--- src/rtl/adc_cfg_regs.svh ---
`ifndef ADC_CFG_REGS_SVH
`define ADC_CFG_REGS_SVH

// ****************************************************************
// register indices (byte address is four times the index)
// ****************************************************************
`define IDX_W              12
`define REG_DITHER_PAIR    12'h001
`define REG_SOFT_RESET     12'h006
`define REG_PWR_CTRL       12'h015
`define REG_SWING          12'h025
`define REG_CLK_DIV        12'h027
`define REG_HIF_BIT0       12'h11d
`define REG_HIF_BIT1       12'h21d
`define REG_HIF_BIT2       12'h41d
`define REG_HIF_BIT3       12'h51d
`define REG_HIF_PAIR_LO    12'h308
`define REG_HIF_PAIR_HI    12'h608
`define REG_CHOP_A         12'h122
`define REG_CHOP_B         12'h422
`define REG_CHOP_C         12'h522
`define REG_CHOP_D         12'h222
`define REG_DITH_A         12'h134
`define REG_DITH_B         12'h434
`define REG_DITH_C         12'h534
`define REG_DITH_D         12'h234
`define REG_TWEAK_A        12'h139
`define REG_TWEAK_B        12'h439
`define REG_TWEAK_C        12'h539
`define REG_TWEAK_D        12'h239
`define REG_SYNC_REF       12'h70a

// ****************************************************************
// field positions
// ****************************************************************
`define PWR_CHAN_A_BIT     7
`define PWR_STANDBY_BIT    3
`define PWR_GLOBAL_BIT     2
`define PWR_PIN_FUNC_BIT   0
`define CLK_DIV_LSB        6
`define CHOP_BIT           1
`define DITH_HI_BIT        5
`define DITH_LO_BIT        3
`define TWEAK_BIT          3
`define HIF_SINGLE_BIT     1
`define HIF_PAIR_LSB       6
`define SYNC_OFF_BIT       0
`define SOFT_RESET_BIT     0

// ****************************************************************
// masks and reset value
// ****************************************************************
`define PWR_WRITE_MASK     8'hfd
`define PWR_READ_MASK      8'h6d
`define CFG_RESET_VAL      8'h00

`endif

--- src/rtl/adc_cfg_pkg.sv ---
package adc_cfg_pkg;

  // sampling clock divide codes
  typedef enum logic [1:0] {
    DIV_BY_1     = 2'b00,
    DIV_BY_1_ALT = 2'b01,
    DIV_BY_2     = 2'b10,
    DIV_BY_4     = 2'b11
  } clk_div_e;

  // per-channel controls, index 0..3 = channel a..d
  typedef struct packed {
    logic [3:0] shutdown;
    logic [3:0] chopper_off;
    logic [3:0] dither_off;
    logic [3:0] perf_tweak;
  } chan_ctrl_s;

  // software visible configuration
  typedef struct packed {
    logic [7:0] pwr;
    logic [7:0] swing;
    clk_div_e   clk_div;
    logic [7:0] high_if;
    logic [3:0] chop;
    logic [3:0] dith_hi;
    logic [3:0] dith_lo;
    logic [7:0] dith_pair;
    logic [3:0] tweak;
    logic       sync_off;
  } cfg_s;

  // whole state of the register bank
  typedef struct packed {
    cfg_s       cfg;
    logic       ack;
    logic [7:0] rdata;
    chan_ctrl_s chan;
    logic       standby;
    logic       global_off;
    logic [7:0] swing_out;
    logic [7:0] high_if_out;
    logic       sync_off_out;
  } bank_state_s;

  // state of the sampling clock divider
  typedef struct packed {
    logic [1:0] cnt;
    logic       tick;
  } div_state_s;

endpackage

--- src/rtl/adc_cfg_bank.sv ---
// Design decision made here: the Wishbone interface to the registers.
`timescale 1ns/10ps
`include "adc_cfg_regs.svh"
module adc_cfg_bank
(
  // clock and reset
  input  wire logic                     clk_i,
  input  wire logic                     rst_i,
  // wishbone classic slave
  input  wire logic                     wb_cyc_i,
  input  wire logic                     wb_stb_i,
  input  wire logic                     wb_we_i,
  input  wire logic [15:0]              wb_adr_i,
  input  wire logic [3:0]               wb_sel_i,
  input  wire logic [31:0]              wb_dat_i,
  output logic      [31:0]              wb_dat_o,
  output logic                          wb_ack_o,
  // external shutdown pin
  input  wire logic                     shutdown_pin_i,
  // converter controls
  output adc_cfg_pkg::chan_ctrl_s       chan_ctrl_o,
  output logic                          converter_standby_o,
  output logic                          global_shutdown_o,
  output logic      [7:0]               swing_code_o,
  output logic                          sample_en_o,
  output logic      [7:0]               high_if_mode_o,
  output logic                          sync_ref_buffer_off_o
);

  // ****************************************************************
  // register indices per channel
  // ****************************************************************

  // channel order in these tables is a, b, c, d
  localparam logic [`IDX_W-1:0] CHOP_IDX  [4] = '{`REG_CHOP_A, `REG_CHOP_B,
                                                  `REG_CHOP_C, `REG_CHOP_D};
  localparam logic [`IDX_W-1:0] DITH_IDX  [4] = '{`REG_DITH_A, `REG_DITH_B,
                                                  `REG_DITH_C, `REG_DITH_D};
  localparam logic [`IDX_W-1:0] TWEAK_IDX [4] = '{`REG_TWEAK_A, `REG_TWEAK_B,
                                                  `REG_TWEAK_C, `REG_TWEAK_D};
  // single high-if bits, tuning bits 0..3
  localparam logic [`IDX_W-1:0] HIF_IDX   [4] = '{`REG_HIF_BIT0, `REG_HIF_BIT1,
                                                  `REG_HIF_BIT2, `REG_HIF_BIT3};

  // ****************************************************************
  // state
  // ****************************************************************

  adc_cfg_pkg::bank_state_s st_r;
  adc_cfg_pkg::bank_state_s st_nxt;

  logic                     div_tick;

  // ****************************************************************
  // next state
  // ****************************************************************

  // bus decode, register updates and the derived controls
  always_comb
  begin
    logic [`IDX_W-1:0] idx;
    logic [7:0]        wdata;
    logic [7:0]        rd;
    logic              access;
    logic              wr;
    logic [1:0]        pair;
    logic              pin_func;

    idx      = wb_adr_i[`IDX_W+1:2];
    wdata    = wb_dat_i[7:0];
    rd       = `CFG_RESET_VAL;
    access   = wb_cyc_i & wb_stb_i & ~st_r.ack;
    // only byte lane 0 carries data, other lanes are ignored
    wr       = access & wb_we_i & wb_sel_i[0];
    pair     = 2'h0;
    pin_func = st_r.cfg.pwr[`PWR_PIN_FUNC_BIT];
    st_nxt   = st_r;

    // classic handshake: ack one cycle, dropped after it was seen
    st_nxt.ack = access;

    // --- registers outside the channel pages ---
    case (idx)
      `REG_PWR_CTRL:
      begin
        // channel a and d bits are write only and read as zero
        rd = st_r.cfg.pwr & `PWR_READ_MASK;
        if (wr)
          st_nxt.cfg.pwr = wdata & `PWR_WRITE_MASK;
      end
      `REG_SWING:
      begin
        rd = st_r.cfg.swing;
        if (wr)
          st_nxt.cfg.swing = wdata;
      end
      `REG_CLK_DIV:
      begin
        rd[`CLK_DIV_LSB +: 2] = st_r.cfg.clk_div;
        if (wr)
          st_nxt.cfg.clk_div = adc_cfg_pkg::clk_div_e'(wdata[`CLK_DIV_LSB +: 2]);
      end
      `REG_DITHER_PAIR:
      begin
        rd = st_r.cfg.dith_pair;
        if (wr)
          st_nxt.cfg.dith_pair = wdata;
      end
      `REG_HIF_PAIR_LO:
      begin
        // this pair is write only, reads return zero
        if (wr)
          st_nxt.cfg.high_if[5:4] = wdata[`HIF_PAIR_LSB +: 2];
      end
      `REG_HIF_PAIR_HI:
      begin
        rd[`HIF_PAIR_LSB +: 2] = st_r.cfg.high_if[7:6];
        if (wr)
          st_nxt.cfg.high_if[7:6] = wdata[`HIF_PAIR_LSB +: 2];
      end
      `REG_SYNC_REF:
      begin
        rd[`SYNC_OFF_BIT] = st_r.cfg.sync_off;
        if (wr)
          st_nxt.cfg.sync_off = wdata[`SYNC_OFF_BIT];
      end
      default:
      begin
        // unmapped indices read as zero and ignore writes
        rd = rd;
      end
    endcase

    // --- per-channel registers, one of each kind per channel ---
    for (int c = 0; c < 4; c++)
    begin
      if (idx == CHOP_IDX[c])
      begin
        rd[`CHOP_BIT] = st_r.cfg.chop[c];
        if (wr)
          st_nxt.cfg.chop[c] = wdata[`CHOP_BIT];
      end
      if (idx == DITH_IDX[c])
      begin
        rd[`DITH_HI_BIT] = st_r.cfg.dith_hi[c];
        rd[`DITH_LO_BIT] = st_r.cfg.dith_lo[c];
        if (wr)
        begin
          st_nxt.cfg.dith_hi[c] = wdata[`DITH_HI_BIT];
          st_nxt.cfg.dith_lo[c] = wdata[`DITH_LO_BIT];
        end
      end
      if (idx == TWEAK_IDX[c])
      begin
        rd[`TWEAK_BIT] = st_r.cfg.tweak[c];
        if (wr)
          st_nxt.cfg.tweak[c] = wdata[`TWEAK_BIT];
      end
      if (idx == HIF_IDX[c])
      begin
        rd[`HIF_SINGLE_BIT] = st_r.cfg.high_if[c];
        if (wr)
          st_nxt.cfg.high_if[c] = wdata[`HIF_SINGLE_BIT];
      end
    end

    // software reset wins over any other update and never reads back,
    // so the bit behaves as self-clearing
    if (wr && idx == `REG_SOFT_RESET && wdata[`SOFT_RESET_BIT])
      st_nxt.cfg = '0;

    // read data is captured with the ack and held until the next access
    if (access)
      st_nxt.rdata = rd;

    // --- controls derived from the stored configuration ---
    for (int c = 0; c < 4; c++)
    begin
      // channel a sits at bit 7, then b, c, d downwards
      st_nxt.chan.shutdown[c]    = st_r.cfg.pwr[`PWR_CHAN_A_BIT - c];
      st_nxt.chan.chopper_off[c] = st_r.cfg.chop[c];
      st_nxt.chan.perf_tweak[c]  = st_r.cfg.tweak[c];
      // companion pair: a at bits 7-6 down to d at bits 1-0
      pair = st_r.cfg.dith_pair[6 - 2 * c +: 2];
      // any partial pattern keeps dither on, only all ones disables it
      st_nxt.chan.dither_off[c]  = st_r.cfg.dith_hi[c] & st_r.cfg.dith_lo[c]
                                   & (&pair);
    end

    // the pin adds to the register bits, its meaning set by the function bit
    st_nxt.standby      = st_r.cfg.pwr[`PWR_STANDBY_BIT]
                          | (shutdown_pin_i & pin_func);
    st_nxt.global_off   = st_r.cfg.pwr[`PWR_GLOBAL_BIT]
                          | (shutdown_pin_i & ~pin_func);
    st_nxt.swing_out    = st_r.cfg.swing;
    st_nxt.high_if_out  = st_r.cfg.high_if;
    st_nxt.sync_off_out = st_r.cfg.sync_off;
  end

  // ****************************************************************
  // state register
  // ****************************************************************

  // synchronous reset clears every field, outputs included
  always_ff @(posedge clk_i)
  begin
    if (rst_i)
      st_r <= '0;
    else
      st_r <= st_nxt;
  end

  // ****************************************************************
  // sampling clock divider
  // ****************************************************************

  // the divide code takes effect on the cycle after the write lands;
  // the tick phase is not realigned when the code changes
  sample_clk_div u_div
  (
    .clk_i      (clk_i),
    .rst_i      (rst_i),
    .div_code_i (st_r.cfg.clk_div),
    .tick_o     (div_tick)
  );

  // ****************************************************************
  // outputs
  // ****************************************************************

  // every output is a flip-flop of the bank or of the divider
  assign wb_dat_o              = {24'h000000, st_r.rdata};
  assign wb_ack_o              = st_r.ack;
  assign chan_ctrl_o           = st_r.chan;
  assign converter_standby_o   = st_r.standby;
  assign global_shutdown_o     = st_r.global_off;
  assign swing_code_o          = st_r.swing_out;
  assign sample_en_o           = div_tick;
  assign high_if_mode_o        = st_r.high_if_out;
  assign sync_ref_buffer_off_o = st_r.sync_off_out;

endmodule

--- src/rtl/sample_clk_div.sv ---
`timescale 1ns/10ps
module sample_clk_div
(
  // clock and reset
  input  wire logic                   clk_i,
  input  wire logic                   rst_i,
  // divide selection
  input  wire adc_cfg_pkg::clk_div_e  div_code_i,
  // divided rate as a one-cycle enable
  output logic                        tick_o
);

  adc_cfg_pkg::div_state_s st_r;
  adc_cfg_pkg::div_state_s st_nxt;

  // free running counter, tick picked from its low bits
  always_comb
  begin
    st_nxt     = st_r;
    st_nxt.cnt = st_r.cnt + 2'h1;
    case (div_code_i)
      adc_cfg_pkg::DIV_BY_2: st_nxt.tick = st_r.cnt[0];
      adc_cfg_pkg::DIV_BY_4: st_nxt.tick = (st_r.cnt == 2'h3);
      default:               st_nxt.tick = 1'b1;
    endcase
  end

  // state register
  always_ff @(posedge clk_i)
  begin
    if (rst_i)
      st_r <= '0;
    else
      st_r <= st_nxt;
  end

  assign tick_o = st_r.tick;

endmodule

--- config.mk ---
export PLATFORM = sky130hd
export DESIGN_NAME = adc_cfg_bank
export DESIGN_NICKNAME = d
export VERILOG_FILES = /design/src/rtl/adc_cfg_pkg.sv /design/src/rtl/adc_cfg_bank.sv /design/src/rtl/sample_clk_div.sv
export VERILOG_INCLUDE_DIRS = /design/src /design/src/rtl
export SDC_FILE = /design/constraint.sdc
export NUM_CORES = 1
export LEC_CHECK = 0
export BUFFER_PORTS_ARGS = -buffer_cell sky130_fd_sc_hd__clkbuf_2
export CORE_ASPECT_RATIO = 0.6
export CORE_MARGIN = 10
export CORE_UTILIZATION = 45
export CTS_BUF_LIST = sky130_fd_sc_hd__clkbuf_2 sky130_fd_sc_hd__clkbuf_4 sky130_fd_sc_hd__clkbuf_8
export CTS_CLUSTER_SIZE = 28
export DETAILED_ROUTE_END_ITERATION = 8
export PLACE_DENSITY_LB_ADDON = 0.25
export SLEW_MARGIN = 25
export SYNTH_ARGS = -nofsm -noshare
export SYNTH_HDL_FRONTEND = slang
export SYNTH_HIERARCHICAL = 1
export SYNTH_SLANG_ARGS = --single-unit
--- constraint.sdc ---
create_clock -name clk_i -period 5.64 [get_ports clk_i]
set_input_delay 0.564 -clock clk_i [delete_from_list [all_inputs] [get_ports clk_i]]
set_output_delay 0.564 -clock clk_i [all_outputs]
set_load 0.005 [all_outputs]
---- Word-level counts from Yosys, hierarchy flattened ----
Index checks and enable logic that the tools add are counted.
storage, ports and cells
  word-level logic and storage cells ...... 140
  register bits ........................... 97
  bits of input ports ..................... 58
  output and inout bits ................... 69
operators by class
  bitwise operators ....................... 18
  reduce and logical (&&, ||, !) cells .... 30
  equality and inequality tests ........... 27
  multiplexer cells ....................... 24
  add/subtract/negate cells ............... 1
operators with widths
  operator                                                                 count
  12-bit by 11-bit equality test with 1-bit output, second input constant  10
  12-bit by 10-bit equality test with 1-bit output, second input constant  5
  2-bit AND reduction                                                      27
  12-bit by 9-bit equality test with 1-bit output, second input constant   4
  12-bit by 6-bit equality test with 1-bit output, second input constant   2
  1-bit two-way mux                                                        20
  5-bit one-hot mux with 3 select lines                                    1
  1-bit bitwise AND                                                        14
  12-bit by 1-bit equality test with 1-bit output, second input constant   1
  12-bit by 3-bit equality test with 1-bit output, second input constant   1
  12-bit by 5-bit equality test with 1-bit output, second input constant   1
  2-bit one-hot mux with 5 select lines                                    1
  2-bit equality test, second input constant                               3
  1-bit one-hot mux with 4 select lines                                    1
  2-bit by 1-bit adder with 2-bit output, second input constant            1
  1-bit logical AND                                                        2
  1-bit NOT                                                                2
  1-bit bitwise OR                                                         2
  1-bit one-hot mux with 2 select lines                                    1
  2-bit OR reduction                                                       1

---- Depth between registers and ports, before layout ----
Gate-level depths: netlist (run 1).
  word-level depth ........................ 10
  depth in mapped cells ................... 8
  depth with buffers taken out ............ 6

---- By module ----
The synthesis (run 1) kept the hierarchy.
modules (own cells, without submodules)
  module          seq. area each (µm²)  area each (µm²)  times used  cells each
  adc_cfg_bank    1881.8                4398.0           1           495
  sample_clk_div  60.1                  97.6             1           8

---- Worst setup path before layout (run 1) ----
Ideal clock, no wire load.
  kind .................................... input-to-reg
  start point ............................. input port wb_adr_i[11]
  end point ............................... register st_r, in the netlist st_nxt[10]
  required time ........................... 5.512 ns
  library setup time ...................... 0.128 ns
  arrival ................................. 2.184 ns
  stages on the path ...................... 7
  buffers on the path ..................... 2
  path slack .............................. 3.329 ns
  path through ............................ or4_4 buf_6 nor4b_4 and2_1 buf_4 mux2i_1 nor2_1
between the ends
  cells in the longest elaborated chain, start to end .. 4
  elaborated cells on any way between the ends .. 6
  those cells by class .................... eq/ne (2); reduce/logical (4)
ends and longest elaborated chain
  element                                                           RTL line             text
  from (decl)                                                       adc_cfg_bank.sv:13   input wire logic [15:0] wb_adr_i,
  12-bit by 3-bit equality test with 1-bit output (no source line)  n/a
  1-bit logical AND (no source line)                                n/a
  1-bit logical AND                                                 adc_cfg_bank.sv:169  if (wr && idx == `REG_SOFT_RESET && wdata[`SOFT_RESET_BIT])
  2-bit OR reduction (no source line)                               n/a
  to (signal assigned)                                              adc_cfg_bank.sv:210  st_r <= st_nxt;
  to (decl)                                                         adc_cfg_bank.sv:49   adc_cfg_pkg::bank_state_s st_r;
Parallel ways exist; a longest one is shown, timed or not.
A chain may end at the register's enable or synchronous reset.

---- Worst setup path in the final report (run 1) ----
  start point ............................. register st_r, in the netlist wb_ack_o
  end point ............................... register st_r, in the netlist st_nxt[15]
between the ends
  cells in the longest elaborated chain, start to end .. 7
  elaborated cells on any way between the ends .. 8
  those cells by class .................... bitwise (4); reduce/logical (4)
ends and longest elaborated chain
  element                              RTL line             text
  1-bit NOT *                          adc_cfg_bank.sv:72   access = wb_cyc_i & wb_stb_i & ~st_r.ack;
  1-bit bitwise AND *                  adc_cfg_bank.sv:72
  1-bit bitwise AND * (2 in a row)     adc_cfg_bank.sv:74   wr = access & wb_we_i & wb_sel_i[0];
  1-bit logical AND (no source line)   n/a
  1-bit logical AND                    adc_cfg_bank.sv:169
  2-bit OR reduction (no source line)  n/a
Mark *: on every way between the ends. The rest lies on a longest branch, timed or not.

==> results of run 1 <==
[metrics by stage]
| stage | total power, mW | hold slack, ps | std cells | instance area [µm²] |
|---|---|---|---|---|
| floorplan | 0.769 | 415 | 526 | 4580 |
| global placement | 0.782 | 426 | 644 | 4520 |
| detailed placement | 0.784 | 451 | 644 | 4520 |
| CTS | 1.26 | 435 | 660 | 4730 |
| global route | 1.30 | 458 | 660 | 4730 |
| finish | 1.25 | 451 | 660 | 4730 |
[area by class of cell]
cell class	count	area, µm²	area share
multi-input cells	332	2010	0.425
flip-flops and latches	97	1940	0.410
repair buffers	73	370	0.0783
well taps	135	169	0.0357
clock buffers	13	166	0.0352
clock inverters	3	47.5	0.0100
inverters	7	26.3	0.00555
[path summary, 6_finish.rpt]
path / startpoint / slack [ps] / end / cells past startpoint
setup / recovery: wb_ack_o / 2660 / st_nxt[15] / 6
hold / removal: shutdown_pin_i / 450 / global_shutdown_o / 3
setup reg to reg: wb_ack_o / 2660 / st_nxt[15] / 6
hold reg to reg: st_nxt[6] / 470 / high_if_mode_o[5] / 1
[worst max-delay path, delay by kind of cell, from the launching register on]
kind                   cells  cell delay [ps]
AOI/OAI and AO/OA          1              720
DFF                        1              330
and+or+nand+nor            4             1350
buffers and inverters      1              440
[registers in the layout, summed over array words and instances, names as in the netlist]
signal	flops
u_div/tick_o	1
wb_dat_o	8
converter_standby_o	1
chan_ctrl_o	16
st_r	21
swing_code_o	8
u_div/st_r	2
wb_ack_o	1
global_shutdown_o	1
high_if_mode_o	8
sync_ref_buffer_off_o	1
st_nxt	29
[cell families after synthesis]
family | count (synthesis)
buffers and inverters | 97
AND/OR/NAND/NOR | 206
other | 1
multiplexers | 41
flip-flops | 97
adder cells (fa/ha/maj) | 1
AO/OA/AOI/OAI | 60
[report_power, final]
group	switching, mW	internal, mW
registers	0.00305	0.690
clock network	0.237	0.242
logic	0.0532	0.0232
total	0.293	0.955
[layer usage]
layer  GRT usage  part of all wire
met1       0.215              0.49
met2       0.210              0.41
met3      0.0563             0.094
met4      0.0338            0.0086
met5           0                 0
[placed cells by master (no fill, tap or decap), drive strengths merged, types with 4 or more instances in the layout]
master / instances
o22ai: 4
nand2: 37
and2: 4
mux2i: 40
dfxtp: 97
clkbuf: 84
o21ai: 10
nand3: 17
nor2b: 30
nor3: 4
inv: 8
nor2: 76
nor4: 4
a21oi: 21
a22oi: 4
or4b: 4
nor4b: 6
conb: 24
a221oi: 5
==> flow_metrics.env, run 1 <==
export IMPL_fin_skew_ps=9.63
export IMPL_outcome="completed"
export IMPL_track_usage=0.151
export IMPL_period_share=0.528
export IMPL_max_vdd_ir_drop_v=0.000111
export IMPL_synth_mux_area_frac=0.0916
export IMPL_slew_headroom=0.357
export IMPL_yosys_area_top_type="dfxtp_1"
export IMPL_crit_chain="and3b_1 > nand3_1 > nor3_1 > a41o_1 > buf_4 > nor2_1"
export IMPL_dp_hpwl_um=8250
export IMPL_drc=0
export IMPL_num_rows=28
export IMPL_grt_max_degree=49
export IMPL_grt_pass1_wl_um=17700
export IMPL_ys_seq_elements=97
export IMPL_fillers=977
export IMPL_synthDistinctLibCells=55
export IMPL_arrival_ps=3220
export IMPL_grt_ovfl_total=0
export IMPL_cp_slowest_cell="a41o_1"
export IMPL_crit_fanout=29
export IMPL_syn_cell_area_um2=4500
export IMPL_max_freq_ghz=0.336
export IMPL_slew_viol_final=0
export IMPL_hold_path_class="in2reg"
export IMPL_synth_top_cells_by_area="dfxtp_1 43%, buf_4 11%, mux2i_1 8.9%"
export IMPL_critPathCaptureType="register"
export IMPL_die_y_um=97.4
export IMPL_rsz0062_at_grt="false"
export IMPL_synth_xor_area_frac=0
export IMPL_synth_top_area_frac=0.432
export IMPL_cts_root_buf="clkbuf_8"
export IMPL_io_buffers=71
export IMPL_area_growth_pct=5.26
export IMPL_htreeDepth=3
export IMPL_drt_wirelength_per_cell_um=17.1
export IMPL_synth_edf_count=0
export IMPL_setup_tns_final_ps=0
export IMPL_ant_nets=0
export IMPL_dr_pass1_iters=5
export IMPL_max_slew_worst_pin_slew_ps=956
export IMPL_yosys_area_share_simple=0.246
export IMPL_powerDensity_nw_per_um2=264
export IMPL_routed_wl_um=11300
export IMPL_ctsLongestPathBuffers=2
export IMPL_drtIter0Drc=314
export IMPL_die_x_um=149
export IMPL_synthArstFlopShare=0
export IMPL_ys_flop_type="dfxtp_1"
export IMPL_antenna_found_initial=0
export IMPL_yosysWarnings=6
export IMPL_leakage_nw=1.91
export IMPL_nNetsFinal=579
export IMPL_hold_violations=0
export IMPL_setup_viol=0
export IMPL_utilization=0.482
export IMPL_cts_tree="done"
export IMPL_grt_pass1_vias=3241
export IMPL_synth_fa_ha_area_frac=0.00278
export IMPL_cts_resized_gates=0
export IMPL_insertion_delay_ps=360
export IMPL_postCtsHoldBufs=0
export IMPL_floorplan_initialDensity=0.458
export IMPL_post_route_min_period_ps=2980
export IMPL_drive_gt1_frac=0.189
export IMPL_vias=3486
export IMPL_synth_top_family_by_area="simple AND/OR/NAND/NOR gates"
export IMPL_path_clk_slew_ps=90
export IMPL_slowest_delay_ps=720
export IMPL_start_kind="register"
export IMPL_synth_most_common_cell="dfxtp_1"
export IMPL_post_place_ws_ps=2320
export IMPL_maxCapViolCount=0
export IMPL_clock_sinks=97
export IMPL_ios=127
export IMPL_core_area_um2=9810
export IMPL_ys_seq_area_frac=0.432
export IMPL_fin_ws_ps=2660
export IMPL_crit_type="reg2reg"
export IMPL_postCtsSetupRepairBufs=0
export IMPL_critPathRequiredTime_ps=5890
export IMPL_gp_congestion=0.918
export IMPL_viasPerCell=5.28
export IMPL_synthTopCellsByCount="97 x dfxtp_1, 76 x nor2_1, 66 x buf_4"
export IMPL_numCtsBuffers=9
export IMPL_avgSynthCellArea_um2=8.94
export IMPL_synth_cells=503
export IMPL_diodes=0
export IMPL_die_area_um2=14500
export IMPL_synth_compound_area_share=0.0868
Note: power is estimated with default switching activity, not from simulation.
==> inputs of run 2 (changes only) <==
Clock period 5.64 ns to 2.8 ns, I/O delays scaled along.
==> flow_metrics.env, run 2 (synthesis results as in run 1) <==
export IMPL_vias=3400
export IMPL_nNetsFinal=590
export IMPL_ant_nets=0
export IMPL_floorplan_initialDensity=0.458
export IMPL_outcome="completed"
export IMPL_worstHoldEndpoint="global_shutdown_o"
export IMPL_max_slew_worst_pin_slew_ps=836
export IMPL_routed_wl_um=11300
export IMPL_arrival_ps=2400
export IMPL_grt_ovfl_total=0
export IMPL_hold_violations=0
export IMPL_slowest_delay_ps=460
export IMPL_grtUsageMet3=0.0553
export IMPL_ios=127
export IMPL_diodes=0
export IMPL_crit_type="reg2reg"
export IMPL_num_rows=28
export IMPL_maxCapViolCount=0
export IMPL_area_growth_pct=5.87
export IMPL_dp_hpwl_um=8490
export IMPL_leakage_nw=1.94
export IMPL_core_area_um2=9810
export IMPL_crit_chain="and3b_1 > and3_1 > nand3_1 > nor4b_1 > buf_4 > mux2i_1 > nor2_1"
export IMPL_slew_headroom=0.435
export IMPL_drt_wirelength_per_cell_um=16.9
export IMPL_clock_sinks=97
export IMPL_insertion_delay_ps=360
export IMPL_post_route_min_period_ps=2150
export IMPL_grt_pass1_wl_um=17700
export IMPL_cts_root_buf="clkbuf_8"
export IMPL_max_vdd_ir_drop_v=0.000238
export IMPL_die_area_um2=14500
export IMPL_numCtsBuffers=9
export IMPL_crit_fanout=7
export IMPL_hold_path_startpoint="shutdown_pin_i"
export IMPL_busiest_layer="met1"
export IMPL_slew_viol_final=0
export IMPL_grt_max_degree=27
export IMPL_htreeDepth=3
export IMPL_max_freq_ghz=0.465
export IMPL_gp_congestion=0.909
export IMPL_cts_tree="done"
export IMPL_r2r_slack_ps=650
export IMPL_utilization=0.485
export IMPL_min_path_cells=3
export IMPL_path_clk_slew_ps=90
export IMPL_die_y_um=97.4
export IMPL_fillers=993
export IMPL_rsz0062_at_grt="false"
export IMPL_viasPerCell=5.08
export IMPL_die_x_um=149
export IMPL_place_area_um2=4600
export IMPL_drive_gt1_frac=0.202
export IMPL_layout_commonest_cell="dfxtp_1"
export IMPL_track_usage=0.152
export IMPL_period_share=0.769
export IMPL_cts_resized_gates=0
export IMPL_rr_worst_depth=7
export IMPL_r2r_end="st_nxt[6]"
export IMPL_final_cell_mix="97 x dfxtp_1, 76 x nor2_1, 71 x clkbuf_2"
export IMPL_io_buffers=71
export IMPL_post_place_ws_ps=377
export IMPL_powerDensity_nw_per_um2=491
export IMPL_hold_path_class="in2reg"
export IMPL_critPathCaptureType="register"
export IMPL_final_area_um2=4760
export IMPL_grt_pass1_vias=3230
export IMPL_ctsLongestPathBuffers=2
export IMPL_largest_reg_flops=29
export IMPL_drc=0
export IMPL_regArea_um2=1940
export IMPL_gr_usage_met2=0.210
export IMPL_multi_input_comb_area_um2=2010
export IMPL_dr_pass1_iters=5
export IMPL_postCtsSetupRepairBufs=0
export IMPL_drtIter0Drc=307
export IMPL_critPathRequiredTime_ps=3050
export IMPL_grtUsageMet1=0.219
export IMPL_cp_slowest_cell="nor4b_1"
export IMPL_start_kind="register"
export IMPL_setup_tns_final_ps=0
export IMPL_antenna_found_initial=0
export IMPL_rr_startpoint="wb_ack_o"
export IMPL_fin_skew_ps=10.6
export IMPL_postCtsHoldBufs=0
export IMPL_fin_ws_ps=647
export IMPL_setup_viol=0
## run 2: changes by cell type in the layout (fill, tap and decap cells not counted), sizes merged
cell,delta
bufinv,-1
clkinvlp,+1
clkbuf,-4
clkinv,+3
inv,-1
buf,+11
## run 2: routing by layer
layer,up-vias,share of wire
li1,1692,-
met3,10,0.086
met5,-,0
met4,0,0.0054
met2,114,0.41
met1,1584,0.50
## run 2: worst max-delay path by stage
stage | to | startpoint | depth (start not counted) | slack [ps]
2_1_floorplan | st_nxt[10] | wb_adr_i[11] | 7 | 770
3_3_place_gp | st_nxt[34] | wb_adr_i[11] | 6 | 420
3_5_place_dp | st_nxt[32] | wb_adr_i[11] | 6 | 380
4_1_cts | st_nxt[6] | wb_ack_o | 7 | 720
5_1_grt | st_nxt[6] | wb_ack_o | 7 | 520
6_report | st_nxt[6] | wb_ack_o | 7 | 650
## run 2: cell type report
type,count,share of cell area
clock buffers,9,0.0260
well taps,135,0.0355
flip-flops and latches,97,0.408
multi-input cells,332,0.422
inverters,7,0.00552
clock inverters,5,0.00736
repair buffers,84,0.0952
## run 2: stage by stage
| stage | hold slack (ps) | total power, mW | instances |
|---|---|---|---|
| after global routing | 171 | 2.43 | 669 |
| after floorplan | 347 | 1.55 | 526 |
| after detailed placement | 446 | 1.58 | 655 |
| after CTS | 154 | 2.36 | 669 |
| after global placement | 427 | 1.58 | 655 |
| final | 166 | 2.34 | 669 |
## run 2: critical path, delay by kind of cell, from the launching register on
kind	cells	cell delay, ps
simple gates	5	1320
flops	1	320
buf+inv	1	210
mux	1	180
## run 2: where the power goes
part	switching, mW	leakage [nW]	internal, mW
registers	0.00541	0.783	1.39
clock network	0.469	0.0809	0.313
logic	0.109	1.07	0.0506
total	0.584	1.94	1.75
